## src/hdl/acc_pkg.sv

```systemverilog
// Notes on behaviour
// - axis results sign-extended to sixteen bits
// - no result data until one interface selected
// - queue head feeds results, twelve-bit resolution
// - queue advances only after full low-to-high pass
// - registers frozen between start and stop
// - status mode settles within three heartbeat transitions
// - mode codes fixed; three and four reserved
// - sleep stops clocks; standby clocks without sampling
// - watch mode detects only, jumps to run
// - run samples all axes, detection off
// - watch-and-run uses detection, pipeline, queue
// - burst takes programmed count then sleeps; a count of zero never ends
// - new-sample flag set since last status read
// - queue-empty level, set after reset
// - queue-full level at thirty-two entries
// - threshold level when count reaches threshold
// - pending bit is OR of irq flags
package acc_pkg;
  localparam int RAW_W = 14;
  localparam int Q_W = 12;
  localparam int Q_DEPTH = 32;
  localparam int LVL_W = 6;
  localparam logic [7:0] ADDR_X_LOW = 8'h02;
  localparam logic [7:0] ADDR_Z_HIGH = 8'h07;
  localparam logic [7:0] ADDR_STATUS = 8'h08;
  localparam logic [7:0] RESULT_RESET = 8'h00;
  localparam logic [7:0] STATUS_RESET = 8'h00;
  localparam int ST_NEW = 3;
  localparam int ST_EMPTY = 4;
  localparam int ST_FULL = 5;
  localparam int ST_LEVEL = 6;
  localparam int ST_PEND = 7;
  localparam logic [2:0] MODE_SLEEP = 3'h0;
  localparam logic [2:0] MODE_STANDBY = 3'h1;
  localparam logic [2:0] MODE_WATCH = 3'h2;
  localparam logic [2:0] MODE_RUN = 3'h5;
  localparam logic [2:0] MODE_WATCH_RUN = 3'h6;
  localparam logic [2:0] MODE_BURST = 3'h7;
  localparam logic [7:0] BURST_FOREVER = 8'h00;
  localparam int HB_SETTLE = 3;
  localparam logic [LVL_W-1:0] LVL_ROOM = LVL_W'(Q_DEPTH - 2);
  localparam logic [LVL_W-1:0] LVL_FULL = LVL_W'(Q_DEPTH);

  typedef enum logic [2:0] {M_SLEEP, M_STANDBY, M_WATCH, M_RUN, M_WATCH_RUN, M_BURST} acc_mode_t;

  typedef struct packed {
    logic [RAW_W-1:0] x;
    logic [RAW_W-1:0] y;
    logic [RAW_W-1:0] z;
  } acc_sample_t;

  typedef struct packed {
    logic [Q_W-1:0] x;
    logic [Q_W-1:0] y;
    logic [Q_W-1:0] z;
  } acc_qword_t;
endpackage : acc_pkg

```

## src/hdl/acc_readout.sv

```systemverilog
`timescale 1ns/1ps
// sample queue: flip-flop storage, ready decoded from the registered fill count so the source sees back-pressure
module acc_fifo #(
  parameter int WIDTH = 36,
  parameter int DEPTH = 32,
  parameter int LW = 6
) (
  input wire logic i_clk,
  input wire logic i_sys_rst,
  input wire logic i_in_valid,
  input wire logic [WIDTH-1:0] i_in_data,
  output logic o_in_ready,
  output logic o_out_valid,
  input wire logic i_out_ready,
  output logic [WIDTH-1:0] o_out_data,
  output logic [LW-1:0] o_level
);
  localparam int AW = $clog2(DEPTH);
  logic [WIDTH-1:0] mem_q [DEPTH];
  logic [AW-1:0] wr_q;
  logic [AW-1:0] rd_q;
  logic [LW-1:0] cnt_q;
  logic push;
  logic pop;

  assign push = i_in_valid && (cnt_q != LW'(DEPTH));
  assign pop = i_out_ready && (cnt_q != '0);
  assign o_in_ready = (cnt_q != LW'(DEPTH));
  assign o_out_valid = (cnt_q != '0);
  assign o_out_data = mem_q[rd_q];
  assign o_level = cnt_q;

  // pointers and fill count
  always_ff @(posedge i_clk)
  begin
    if (i_sys_rst)
    begin
      wr_q <= '0;
      rd_q <= '0;
      cnt_q <= '0;
    end
    else
    begin
      if (push)
        wr_q <= wr_q + AW'(1);
      if (pop)
        rd_q <= rd_q + AW'(1);
      cnt_q <= cnt_q + LW'(push) - LW'(pop);
    end
  end

  // storage has no reset; only written words are ever read
  always_ff @(posedge i_clk)
  begin
    if (push)
      mem_q[wr_q] <= i_in_data;
  end
endmodule : acc_fifo

module acc_readout (
  input wire logic i_clk,
  input wire logic i_sys_rst,
  input wire logic i_heartbeat,
  input wire logic [2:0] i_if_select,
  input wire logic i_queue_en,
  input wire logic [4:0] i_queue_thresh,
  input wire logic [7:0] i_burst_count,
  input wire logic i_mode_wr,
  input wire logic [2:0] i_mode_cmd,
  input wire logic i_activity,
  input wire logic i_sample_valid,
  input wire acc_pkg::acc_sample_t i_sample,
  input wire logic [7:0] i_irq_flags,
  input wire logic i_bus_start,
  input wire logic i_bus_stop,
  input wire logic i_reg_rd,
  input wire logic [7:0] i_reg_addr,
  output logic [7:0] o_reg_rdata,
  output logic o_sample_ready,
  output logic o_clocks_on,
  output logic o_sampling_on,
  output logic o_activity_on,
  output logic o_queue_on
);
  import acc_pkg::*;

  function automatic logic [2:0] mode_code(input acc_mode_t m);
    unique case (m)
      M_SLEEP: mode_code = MODE_SLEEP;
      M_STANDBY: mode_code = MODE_STANDBY;
      M_WATCH: mode_code = MODE_WATCH;
      M_RUN: mode_code = MODE_RUN;
      M_WATCH_RUN: mode_code = MODE_WATCH_RUN;
      M_BURST: mode_code = MODE_BURST;
    endcase
  endfunction : mode_code

  function automatic logic [15:0] sext(input logic [RAW_W-1:0] v, input logic narrow);
    sext = narrow ? {{(16-Q_W){v[Q_W-1]}}, v[Q_W-1:0]} : {{(16-RAW_W){v[RAW_W-1]}}, v};
  endfunction : sext

  acc_mode_t mode_q;
  logic [2:0] hb_sync_q;
  logic hb_edge;
  logic [2:0] stat_pipe_q;
  logic [2:0] stat_mode_q;
  logic [7:0] burst_cnt_q;
  logic held_q;
  logic head_q;
  logic [2:0] pass_q;
  logic pass_done;
  logic new_data_q;
  logic [7:0] status_q;
  logic [7:0] res_q [6];
  logic [7:0] rdata_q;
  logic ready_q;
  logic take;
  logic q_path;
  logic if_ok;
  logic load_head;
  logic q_in_ready;
  logic q_out_valid;
  acc_qword_t q_in;
  acc_qword_t q_out;
  logic [LVL_W-1:0] q_level;
  logic [LVL_W-1:0] q_level_nx;
  logic q_pop;
  logic [15:0] axis_val [3];

  assign if_ok = (i_if_select != 3'h0);
  assign q_path = i_queue_en && (mode_q == M_RUN || mode_q == M_WATCH_RUN || mode_q == M_BURST);
  assign take = i_sample_valid && ready_q;
  // queue keeps the top twelve bits of each raw axis value
  assign q_in = '{x: i_sample.x[RAW_W-1 -: Q_W], y: i_sample.y[RAW_W-1 -: Q_W], z: i_sample.z[RAW_W-1 -: Q_W]};
  assign load_head = i_queue_en && !head_q && q_out_valid && !held_q && if_ok;
  // the head stays counted in the queue while the host reads it; only a full pass pops it
  assign q_pop = pass_done && head_q && i_queue_en;
  // fill level after this edge, so the registered ready can still admit the last free entry
  assign q_level_nx = q_level + LVL_W'(take && q_path && q_in_ready) - LVL_W'(q_pop && q_out_valid);
  assign hb_edge = hb_sync_q[1] ^ hb_sync_q[2];

  acc_fifo #(.WIDTH(3*Q_W), .DEPTH(Q_DEPTH), .LW(LVL_W)) u_queue (
    .i_clk(i_clk),
    .i_sys_rst(i_sys_rst),
    .i_in_valid(take && q_path),
    .i_in_data(q_in),
    .o_in_ready(q_in_ready),
    .o_out_valid(q_out_valid),
    .i_out_ready(q_pop),
    .o_out_data(q_out),
    .o_level(q_level)
  );

  // heartbeat arrives from the oscillator domain; two flops before any edge logic
  always_ff @(posedge i_clk)
  begin
    if (i_sys_rst)
      hb_sync_q <= 3'h0;
    else
      hb_sync_q <= {hb_sync_q[1:0], i_heartbeat};
  end

  // operating mode: host commands, auto wake from watch, burst completion
  always_ff @(posedge i_clk)
  begin
    if (i_sys_rst)
    begin
      mode_q <= M_SLEEP;
      burst_cnt_q <= 8'h00;
    end
    else if (i_mode_wr)
    begin
      burst_cnt_q <= 8'h00;
      unique case (i_mode_cmd) // reserved codes leave the mode alone
        MODE_SLEEP: mode_q <= M_SLEEP;
        MODE_STANDBY: mode_q <= M_STANDBY;
        MODE_WATCH: mode_q <= M_WATCH;
        MODE_RUN: mode_q <= M_RUN;
        MODE_WATCH_RUN: mode_q <= M_WATCH_RUN;
        MODE_BURST: mode_q <= M_BURST;
        default: mode_q <= mode_q;
      endcase
    end
    else if (mode_q == M_WATCH && i_activity)
      mode_q <= M_RUN;
    else if (mode_q == M_BURST && take)
    begin
      burst_cnt_q <= burst_cnt_q + 8'h01;
      if (i_burst_count != BURST_FOREVER && burst_cnt_q + 8'h01 >= i_burst_count)
        mode_q <= M_SLEEP;
    end
  end

  // mode enables toward clocks, pipeline, detector and queue
  always_ff @(posedge i_clk)
  begin
    if (i_sys_rst)
    begin
      o_clocks_on <= 1'b0;
      o_sampling_on <= 1'b0;
      o_activity_on <= 1'b0;
      o_queue_on <= 1'b0;
    end
    else
    begin
      o_clocks_on <= (mode_q != M_SLEEP);
      o_sampling_on <= (mode_q == M_RUN || mode_q == M_WATCH_RUN || mode_q == M_BURST);
      o_activity_on <= (mode_q == M_WATCH || mode_q == M_WATCH_RUN);
      o_queue_on <= q_path;
    end
  end

  // ready is judged on the next fill level: never overruns, yet spaced samples still fill all entries
  always_ff @(posedge i_clk)
  begin
    if (i_sys_rst)
      ready_q <= 1'b0;
    else
      ready_q <= (mode_q == M_RUN || mode_q == M_WATCH_RUN || mode_q == M_BURST)
                 && (!q_path || q_level_nx != LVL_FULL);
  end
  assign o_sample_ready = ready_q;

  // reported mode follows the real mode by two heartbeat transitions
  always_ff @(posedge i_clk)
  begin
    if (i_sys_rst)
    begin
      stat_pipe_q <= MODE_SLEEP;
      stat_mode_q <= MODE_SLEEP;
    end
    else if (hb_edge)
    begin
      stat_pipe_q <= mode_code(mode_q);
      stat_mode_q <= stat_pipe_q;
    end
  end

  // transaction bracket; a start in the same cycle as a stop wins
  always_ff @(posedge i_clk)
  begin
    if (i_sys_rst)
      held_q <= 1'b0;
    else if (i_bus_start)
      held_q <= 1'b1;
    else if (i_bus_stop)
      held_q <= 1'b0;
  end

  // read pass tracking: only an in-order sweep of all six bytes counts
  always_ff @(posedge i_clk)
  begin
    if (i_sys_rst)
      pass_q <= 3'h0;
    else if (i_reg_rd)
    begin
      if (i_reg_addr == ADDR_X_LOW)
        pass_q <= 3'h1;
      else if (pass_q != 3'h0 && i_reg_addr == ADDR_X_LOW + {5'h00, pass_q} && i_reg_addr != ADDR_Z_HIGH)
        pass_q <= pass_q + 3'h1;
      else
        pass_q <= 3'h0;
    end
  end
  assign pass_done = i_reg_rd && i_reg_addr == ADDR_Z_HIGH && pass_q == 3'h5;

  // head-in-results flag; cleared after a complete pass or when the queue is disabled
  always_ff @(posedge i_clk)
  begin
    if (i_sys_rst || !i_queue_en)
      head_q <= 1'b0;
    else if (load_head)
      head_q <= 1'b1;
    else if (pass_done)
      head_q <= 1'b0;
  end

  // sign-extended axis values from the queue head or the live sample
  generate
    for (genvar a = 0; a < 3; a++)
    begin : g_axis
      logic [RAW_W-1:0] raw;
      assign raw = (a == 0) ? (i_queue_en ? {{(RAW_W-Q_W){1'b0}}, q_out.x} : i_sample.x)
                 : (a == 1) ? (i_queue_en ? {{(RAW_W-Q_W){1'b0}}, q_out.y} : i_sample.y)
                 : (i_queue_en ? {{(RAW_W-Q_W){1'b0}}, q_out.z} : i_sample.z);
      assign axis_val[a] = sext(raw, i_queue_en);

      // result bytes frozen inside a transaction and while no interface is chosen
      always_ff @(posedge i_clk)
      begin
        if (i_sys_rst)
        begin
          res_q[2*a] <= RESULT_RESET;
          res_q[2*a+1] <= RESULT_RESET;
        end
        else if (!held_q && if_ok && (load_head || (take && !i_queue_en)))
        begin
          res_q[2*a] <= axis_val[a][7:0];
          res_q[2*a+1] <= axis_val[a][15:8];
        end
      end
    end
  endgenerate

  // new-sample flag: a fresh sample beats a clearing status read
  always_ff @(posedge i_clk)
  begin
    if (i_sys_rst)
      new_data_q <= 1'b0;
    else if (take)
      new_data_q <= 1'b1;
    else if (i_reg_rd && i_reg_addr == ADDR_STATUS)
      new_data_q <= 1'b0;
  end

  // status snapshot; held steady during a transaction like the results
  always_ff @(posedge i_clk)
  begin
    if (i_sys_rst)
      status_q <= STATUS_RESET | (8'h01 << ST_EMPTY);
    else if (!held_q)
    begin
      status_q[2:0] <= stat_mode_q;
      status_q[ST_NEW] <= new_data_q;
      status_q[ST_EMPTY] <= (q_level == '0);
      status_q[ST_FULL] <= (q_level == LVL_FULL);
      status_q[ST_LEVEL] <= (q_level >= {1'b0, i_queue_thresh});
      status_q[ST_PEND] <= |i_irq_flags;
    end
  end

  // register read port; unmapped addresses read zero
  always_ff @(posedge i_clk)
  begin
    if (i_sys_rst)
      rdata_q <= 8'h00;
    else if (i_reg_rd)
    begin
      if (i_reg_addr >= ADDR_X_LOW && i_reg_addr <= ADDR_Z_HIGH)
        rdata_q <= res_q[3'(i_reg_addr - ADDR_X_LOW)];
      else if (i_reg_addr == ADDR_STATUS)
        rdata_q <= status_q;
      else
        rdata_q <= 8'h00;
    end
  end
  assign o_reg_rdata = rdata_q;

  // heartbeat transitions spent with a stale reported mode
  logic [2:0] hb_cnt_q;
  logic [2:0] last_code_q;
  always_ff @(posedge i_clk)
  begin
    if (i_sys_rst)
    begin
      hb_cnt_q <= 3'h0;
      last_code_q <= MODE_SLEEP;
    end
    else
    begin
      last_code_q <= mode_code(mode_q);
      if (mode_code(mode_q) != last_code_q || stat_mode_q == mode_code(mode_q))
        hb_cnt_q <= 3'h0;
      else if (hb_edge)
        hb_cnt_q <= hb_cnt_q + 3'h1;
    end
  end
endmodule : acc_readout

```

## config.mk

```make
export PLATFORM = sky130hd
export DESIGN_NAME = acc_readout
export DESIGN_NICKNAME = d
export VERILOG_FILES = /design/src/hdl/acc_pkg.sv /design/src/hdl/acc_readout.sv
export SDC_FILE = /design/constraint.sdc
export NUM_CORES = 1
export LEC_CHECK = 0
export ABC_CLOCK_PERIOD_IN_PS = 3970
export BUFFER_PORTS_ARGS = -buffer_cell sky130_fd_sc_hd__clkbuf_2
export CORE_MARGIN = 10
export CORE_UTILIZATION = 53
export DETAILED_ROUTE_END_ITERATION = 7
export PLACE_DENSITY = 0.72
export SETUP_SLACK_MARGIN = 0.05
export SLEW_MARGIN = 20
export SYNTH_ARGS = -nofsm -noshare
export SYNTH_HDL_FRONTEND = slang
export SYNTH_HIERARCHICAL = 1
export SYNTH_SLANG_ARGS = --single-unit
```

## constraint.sdc

```tcl
create_clock -name i_clk -period 3.97 [get_ports i_clk]
set_clock_uncertainty 0.2 [all_clocks]
set_input_delay 0.9925 -clock i_clk [delete_from_list [all_inputs] [get_ports i_clk]]
set_output_delay 0.9925 -clock i_clk [all_outputs]
set_load 0.02 [all_outputs]
```

==> flow_summary_export.csv, run 1 <==
group,metric,value,unit
outcome,status,"completed",
final_layout,utilization,0.608,
synthesis,ys_seq_area_frac,0.742,
synthesis,netlist_area,50200,um2
global_routing,first_global_vias,27500,
global_routing,grt_max_degree,73,
clock_network,cts-htree-levels,3,
floorplan,dieArea,107000,um2
global_routing,overflow,0,
synthesis,synth-edff-count,1194,
detailed_routing,num_vias,27400,
critical_path,max_stage_delay,780,ps
sta,maxSlewHeadroom,0.171,
clock_network,ctsHoldBuffers,0,
floorplan,die_x,328,um
sta,max_freq,282,MHz
synthesis,synth.avg_cell_area,18.1,um2
sta,worst_pin_slew,1240,ps
clock_network,cts_tree,"done",
synthesis,synth_nets,2909,
power,seq_power_share,0.563,
final_layout,drive_above_1_share,0.269,
critical_path,cp.required,4190,ps
clock_network,root_buffer,"clkbuf_16",
critical_path,endpoint_kind,"register",
global_routing,grt.total_usage,0.228,
synthesis,ys_ff_latch,1262,
global_routing,grt_first_pass_wirelength,183000,um
detailed_routing,drt-initial-drc-count,3075,
final_layout,area_delta_synth_final,13.5,%
sta,finalCritPeriodShare,0.892,
clock_network,cts_setup_buffers,0,
final_layout,layout.nets,3093,
sta,hold_ws,250,ps
critical_path,cp_num_buf_inv,1,
critical_path,arrival,3760,ps
sta,finalMaxSlewViolations,0,
critical_path,start_kind,"register",
sta,finalCriticalPeriod,3540,ps
detailed_routing,vias_per_cell,6.33,
clock_network,clkTransAtPathRegs,60,ps
power,comb_power_share,0.017,
power,p_switching,5.21,mW
detailed_routing,wirelength,124000,um
power,power_density,455,nW/um2
sta,finalSetupViolations,0,
critical_path,crit_chain,"nand2b_4, buf_12, a211oi_1, nor3_1, or4_1, mux2i_1, nor2_1",
synthesis,netlist_instances,2778,
final_layout,design_area,57000,um2
detailed_routing,wire_per_inst,28.7,um
clock_network,insertion_delay,710,ps
synthesis,async_flop_share,0,
worst_hold_path,hold_path_class,"register to register",
placement,post-place-ws,-151,ps
critical_path,critical_path.top_delay_family,"simple AND/OR/NAND/NOR gates",
sta,rsz0062_at_grt,"false",
clock_network,post_cts_resized,0,
critical_path,critPathMaxFanout,38,
critical_path,slowest_stage,"dfxtp_4",
sta,worst_slack,427,ps
floorplan,die_y,328,um
clock_network,cts_buffers,118,
run,drv_cap,0,
power,pwr-share-clk,0.419,
synthesis,synth_top_area_cell,"edfxtp_1",
power,internal_power,20.7,mW
placement,placed_area,53200,um2
synthesis,synth.distinct_cells,61,
detailed_routing,drc,0,
floorplan,start_util,0.536,
power,leakagePower,18.1,nW
detailed_routing,ant_nets,0,
clock_network,clk_path_buf_depth,3,
synthesis,synthFlopType,"edfxtp_1",
power,vdd_drop_max,0.415,mV
synthesis,yosysTopAreaCellShare,0.714,
floorplan,pin_count,100,
placement,portBuffers,99,
clock_network,clock_sinks,1262,
synthesis,yosysWarnings,6,
placement,gp_congestion,0.855,
floorplan,core,93600,um2
sta,setup_tns,0,ps
detailed_routing,dr.pass1.iters,5,
placement,dp.cells,4096,
global_routing,antenna_found_initial,4,
power,power,25.9,mW
synthesis,synth_area_leaders,"edfxtp_1 (71%), mux4_2 (6.8%), mux2_2 (5.0%), dfxtp_1 (2.7%), a22o_1 (1.3%)",
power,swShare,0.201,
final_layout,instances_no_fill,4321,
critical_path,crit_type,"register to register",
sta,hold_viol,0,
placement,dp_hpwl,70800,um
floorplan,rows,112,
[cell families (layout without fill, tap and decap cells)]
| kind of cell | count (synthesis) | after routing | share of synthesized area |
|---|---|---|---|
| other | 0 | 2 | 0 |
| and+or+nand+nor | 442 | 442 | 0.0470 |
| xor gates and xnor gates | 28 | 28 | 0.00489 |
| AOI/OAI and AO/OA | 382 | 382 | 0.0513 |
| adders and majority gates | 45 | 45 | 0.0115 |
| buffers and inverters | 202 | 489 | 0.0172 |
| muxes | 417 | 417 | 0.127 |
| DFF | 1262 | 1262 | 0.742 |
[final timing paths]
kind	startpoint	endpoint	slack (ps)	cells after the start
setup reg to reg	register	res_q[4][1]	430	7
hold reg to reg	hb_sync_q[0]	hb_sync_q[1]	250	1
setup / recovery	register	res_q[4][1]	430	7
hold / removal	hb_sync_q[0]	hb_sync_q[1]	250	1
[final cells by class]
class | count | area [um2]
diodes | 2 | 5.00
clock buffers | 142 | 3060
clock inverters | 81 | 663
fillers | 6587 | 36700
inverters | 43 | 161
multi-input cells | 1314 | 12400
flip-flops and latches | 1262 | 37200
well taps | 1254 | 1570
repair buffers | 223 | 1850
[synth_stat cells (17+ instances only)]
| master | instances |
|---|---|
| mux2_2 | 224 |
| mux2i_1 | 41 |
| mux4_2 | 152 |
| o22ai_1 | 72 |
| nand2b_1 | 18 |
| or4_1 | 40 |
| a211oi_1 | 82 |
| o21ai_0 | 84 |
| nor2b_1 | 82 |
| xor2_1 | 17 |
| ha_1 | 42 |
| a21oi_1 | 40 |
| inv_1 | 43 |
| clkbuf_1 | 103 |
| edfxtp_1 | 1194 |
| nor3_1 | 80 |
| dfxtp_1 | 68 |
| buf_1 | 24 |
| a22o_1 | 72 |
| nor2_1 | 125 |
| nand2_1 | 29 |
[flip-flops by register name, summed over array words and instances, names as in the netlist, 3 cells and up, named ones only]
name	cells
hb_sync_q	3
mode_q	3
stat_mode_q	3
u_queue/rd_q	5
u_queue/wr_q	5
pass_q	3
stat_pipe_q	3
burst_cnt_q	8
o_reg_rdata	8
u_queue/o_level	6
res_q	42
status_q	8
u_queue/mem_q	1152
[cell usage in the layout, fill, tap and decap left out, drive strengths merged, types with 4 or more instances in the layout]
master	count
o21ai	84
nand2	29
or4	40
a21oi	40
xnor2	11
edfxtp	1194
xor2	17
nor2	125
nand2b	18
nor2b	82
dfxtp	68
or2	4
and2	6
mux2i	41
buf	125
a211oi	82
mux4	152
clkbuf	240
nor4	6
nor3b	4
nand4	7
ha	42
or3	4
inv	46
clkinvlp	7
nand3	15
a22oi	9
a22o	72
nor3	80
and3	6
mux2	224
clkinv	63
o22ai	72
bufinv	8
[worst register-to-register path: stages (launching register included)]
cell      delay (ps)
dfxtp_4          780
nand2b_4         400
buf_12           330
a211oi_1         360
nor3_1           160
or4_1            610
mux2i_1          320
nor2_1            90
[per-layer routing]
metal  vias up  wire length [um]  track usage
li1      11500                 -            -
met1     14300             49500        0.313
met2      1290             59900        0.367
met3       213             11400       0.0468
met4         2              3280       0.0712
met5         -                 9            0
[power by group through the flow]
stage                     clock network (mW)  registers (mW)  logic [mW]
after floorplan                            0            14.9       0.147
after global placement                     0            14.9       0.423
after detailed placement                   0            14.9       0.451
after CTS                               11.0            14.6       0.451
after global routing                    11.5            14.6       0.491
final                                   10.9            14.6       0.450
Note: power is estimated with default switching activity, not from simulation.
==> run 2, diff against run 1 <==
- CTS_BUF_LIST: not set -> sky130_fd_sc_hd__clkbuf_2 sky130_fd_sc_hd__clkbuf_4 sky130_fd_sc_hd__clkbuf_8
==> run 2 against run 1 <==
Net effect:
- first-iteration DRC count decreased by 3.4%
- final cell count rose by 2.8%
- utilization rose by 0.14 points
- fmax down 0.33%
- clock-buffer cell count grew 113
- worst setup slack got worse by 12 ps
- die area did not move
- clock power about the same
- non-clock buffer count is the same
- sequential power about the same
- critical path depth did not move
- via count up 1.8%
- highest routed layer unchanged
==> flow_summary_export.csv, run 2 (synthesis gave the netlist of run 1 again) <==
group,metric,value,unit
global_routing,grt.total_usage,0.230,
global_routing,first_global_vias,28200,
worst_hold_path,min_delay_worst_endpoint,"held_q",
sta,worst_slack,415,ps
clock_network,post_cts_resized,0,
sta,worst_pin_slew,1200,ps
critical_path,cp.required,4360,ps
sta,finalCritPeriodShare,0.895,
critical_path,reg2reg_slack,420,ps
global_routing,antenna_found_initial,6,
critical_path,arrival,3940,ps
global_routing,grt_first_pass_wirelength,184000,um
sta,rsz0062_at_grt,"false",
power,p_switching,5.35,mW
outcome,status,"completed",
detailed_routing,ant_nets,0,
sta,max_freq,281,MHz
clock_network,clkTransAtPathRegs,60,ps
sta,finalSetupViolations,0,
placement,gp_congestion,0.855,
detailed_routing,drt-initial-drc-count,2969,
run,drv_cap,0,
clock_network,cts_setup_buffers,0,
detailed_routing,wire_per_inst,28.0,um
power,comb_power_share,0.018,
critical_path,critPathMaxFanout,38,
placement,post-place-ws,-151,ps
clock_network,cts_tree,"done",
detailed_routing,num_vias,27800,
detailed_routing,dr.pass1.iters,5,
power,seq_power_share,0.568,
sta,hold_viol,0,
final_layout,layout.nets,3168,
power,power_density,451,nW/um2
power,swShare,0.208,
power,leakagePower,18.4,nW
floorplan,rows,112,
clock_network,clk_path_buf_depth,3,
floorplan,dieArea,107000,um2
clock_network,clock_sinks,1262,
placement,dp_hpwl,70800,um
critical_path,start_kind,"register",
final_layout,area_delta_synth_final,13.7,%
sta,finalCriticalPeriod,3550,ps
power,pwr-share-clk,0.415,
floorplan,die_y,328,um
detailed_routing,vias_per_cell,6.27,
final_layout,largest_register_ffs,1152,
clock_network,cts-htree-levels,4,
worst_hold_path,hold_depth,3,
power,vdd_drop_max,0.258,mV
clock_network,ctsHoldBuffers,0,
clock_network,cts_buffers,193,
final_layout,regMostFlops,"u_queue/mem_q",
critical_path,r2r_cells,7,
global_routing,grt_max_degree,73,
worst_hold_path,hold_path_class,"input port to register",
placement,portBuffers,99,
sta,maxSlewHeadroom,0.198,
critical_path,crit_type,"register to register",
floorplan,pin_count,100,
power,internal_power,20.4,mW
global_routing,overflow,0,
sta,hold_ws,120,ps
detailed_routing,wirelength,124000,um
floorplan,core,93600,um2
final_layout,layout_commonest_cell,"edfxtp_1",
worst_hold_path,min_from,"i_bus_start",
final_layout,biggestRegsByFlops,"u_queue/mem_q x1152, res_q x42",
critical_path,endpoint_kind,"register",
detailed_routing,drc,0,
sta,finalMaxSlewViolations,0,
floorplan,start_util,0.536,
clock_network,root_buffer,"clkbuf_8",
final_layout,final_cell_mix,"edfxtp_1 (1194), mux2_2 (224), clkbuf_8 (199)",
critical_path,r2r-end,"res_q[4][1]",
final_layout,drive_above_1_share,0.301,
floorplan,die_x,328,um
clock_network,insertion_delay,890,ps
## run 2: changes by cell type in the layout (fill, tap and decap cells not counted), moves of 6 or more
cell / change
clkbuf_16: -119
clkbuf_1: -23
clkbuf_4: +56
clkinv_1: +12
clkbuf_8: +199
inv_8: +6
## run 2: how the worst max path moves through the flow
stage                                end  slack, ps  cells past startpoint
floorplan           u_queue/mem_q[28][0]        -60                      7
global placement          o_sample_ready       -150                     11
detailed placement        o_sample_ready       -150                     11
CTS                          res_q[0][1]        430                      6
global route                 res_q[4][1]        260                      7
finish                       res_q[4][1]        420                      7
## run 2: power by group through the flow
stage / clock, mW / combinational (mW) / sequential [mW]
2_1_floorplan: 0 / 0.147 / 14.9
3_3_place_gp: 0 / 0.423 / 14.9
3_5_place_dp: 0 / 0.451 / 14.9
4_1_cts: 10.8 / 0.452 / 14.6
5_1_grt: 11.5 / 0.491 / 14.6
6_report: 10.7 / 0.451 / 14.6
## run 2: cell type report
type                    instances  area, um2
diodes                          4       10.0
clock buffers                 255       3160
clock inverters                89        694
fillers                      6617      36500
inverters                      43        161
multi-input cells            1314      12400
flip-flops and latches       1262      37200
well taps                    1254       1570
repair buffers                223       1850
## run 2: worst max-delay path, cell delays in order (launching register included)
cell and delay (ps):
dfxtp_4 790, nand2b_4 380, buf_12 320, a211oi_1 340, nor3_1 160, or4_1 600, mux2i_1 320, nor2_1 90
## run 2: routing by layer
layer	track usage	up-vias	wire, um
li1	-	11700	-
met1	0.308	14500	49300
met2	0.366	1404	59100
met3	0.0577	237	12200
met4	0.0805	6	3570
met5	0.00589	-	111
## run 2: per-stage QoR
stage	std cells	TNS, ps	power (mW)	utilization	cell area [um2]
global route	4444	0	26.6	0.610	57100
global placement	4096	-151	15.3	0.569	53200
floorplan	2778	-45120	15.0	-	50200
finish	4444	0	25.7	0.610	57100
detailed placement	4096	-151	15.3	0.569	53200
CTS	4440	0	25.9	0.610	57100
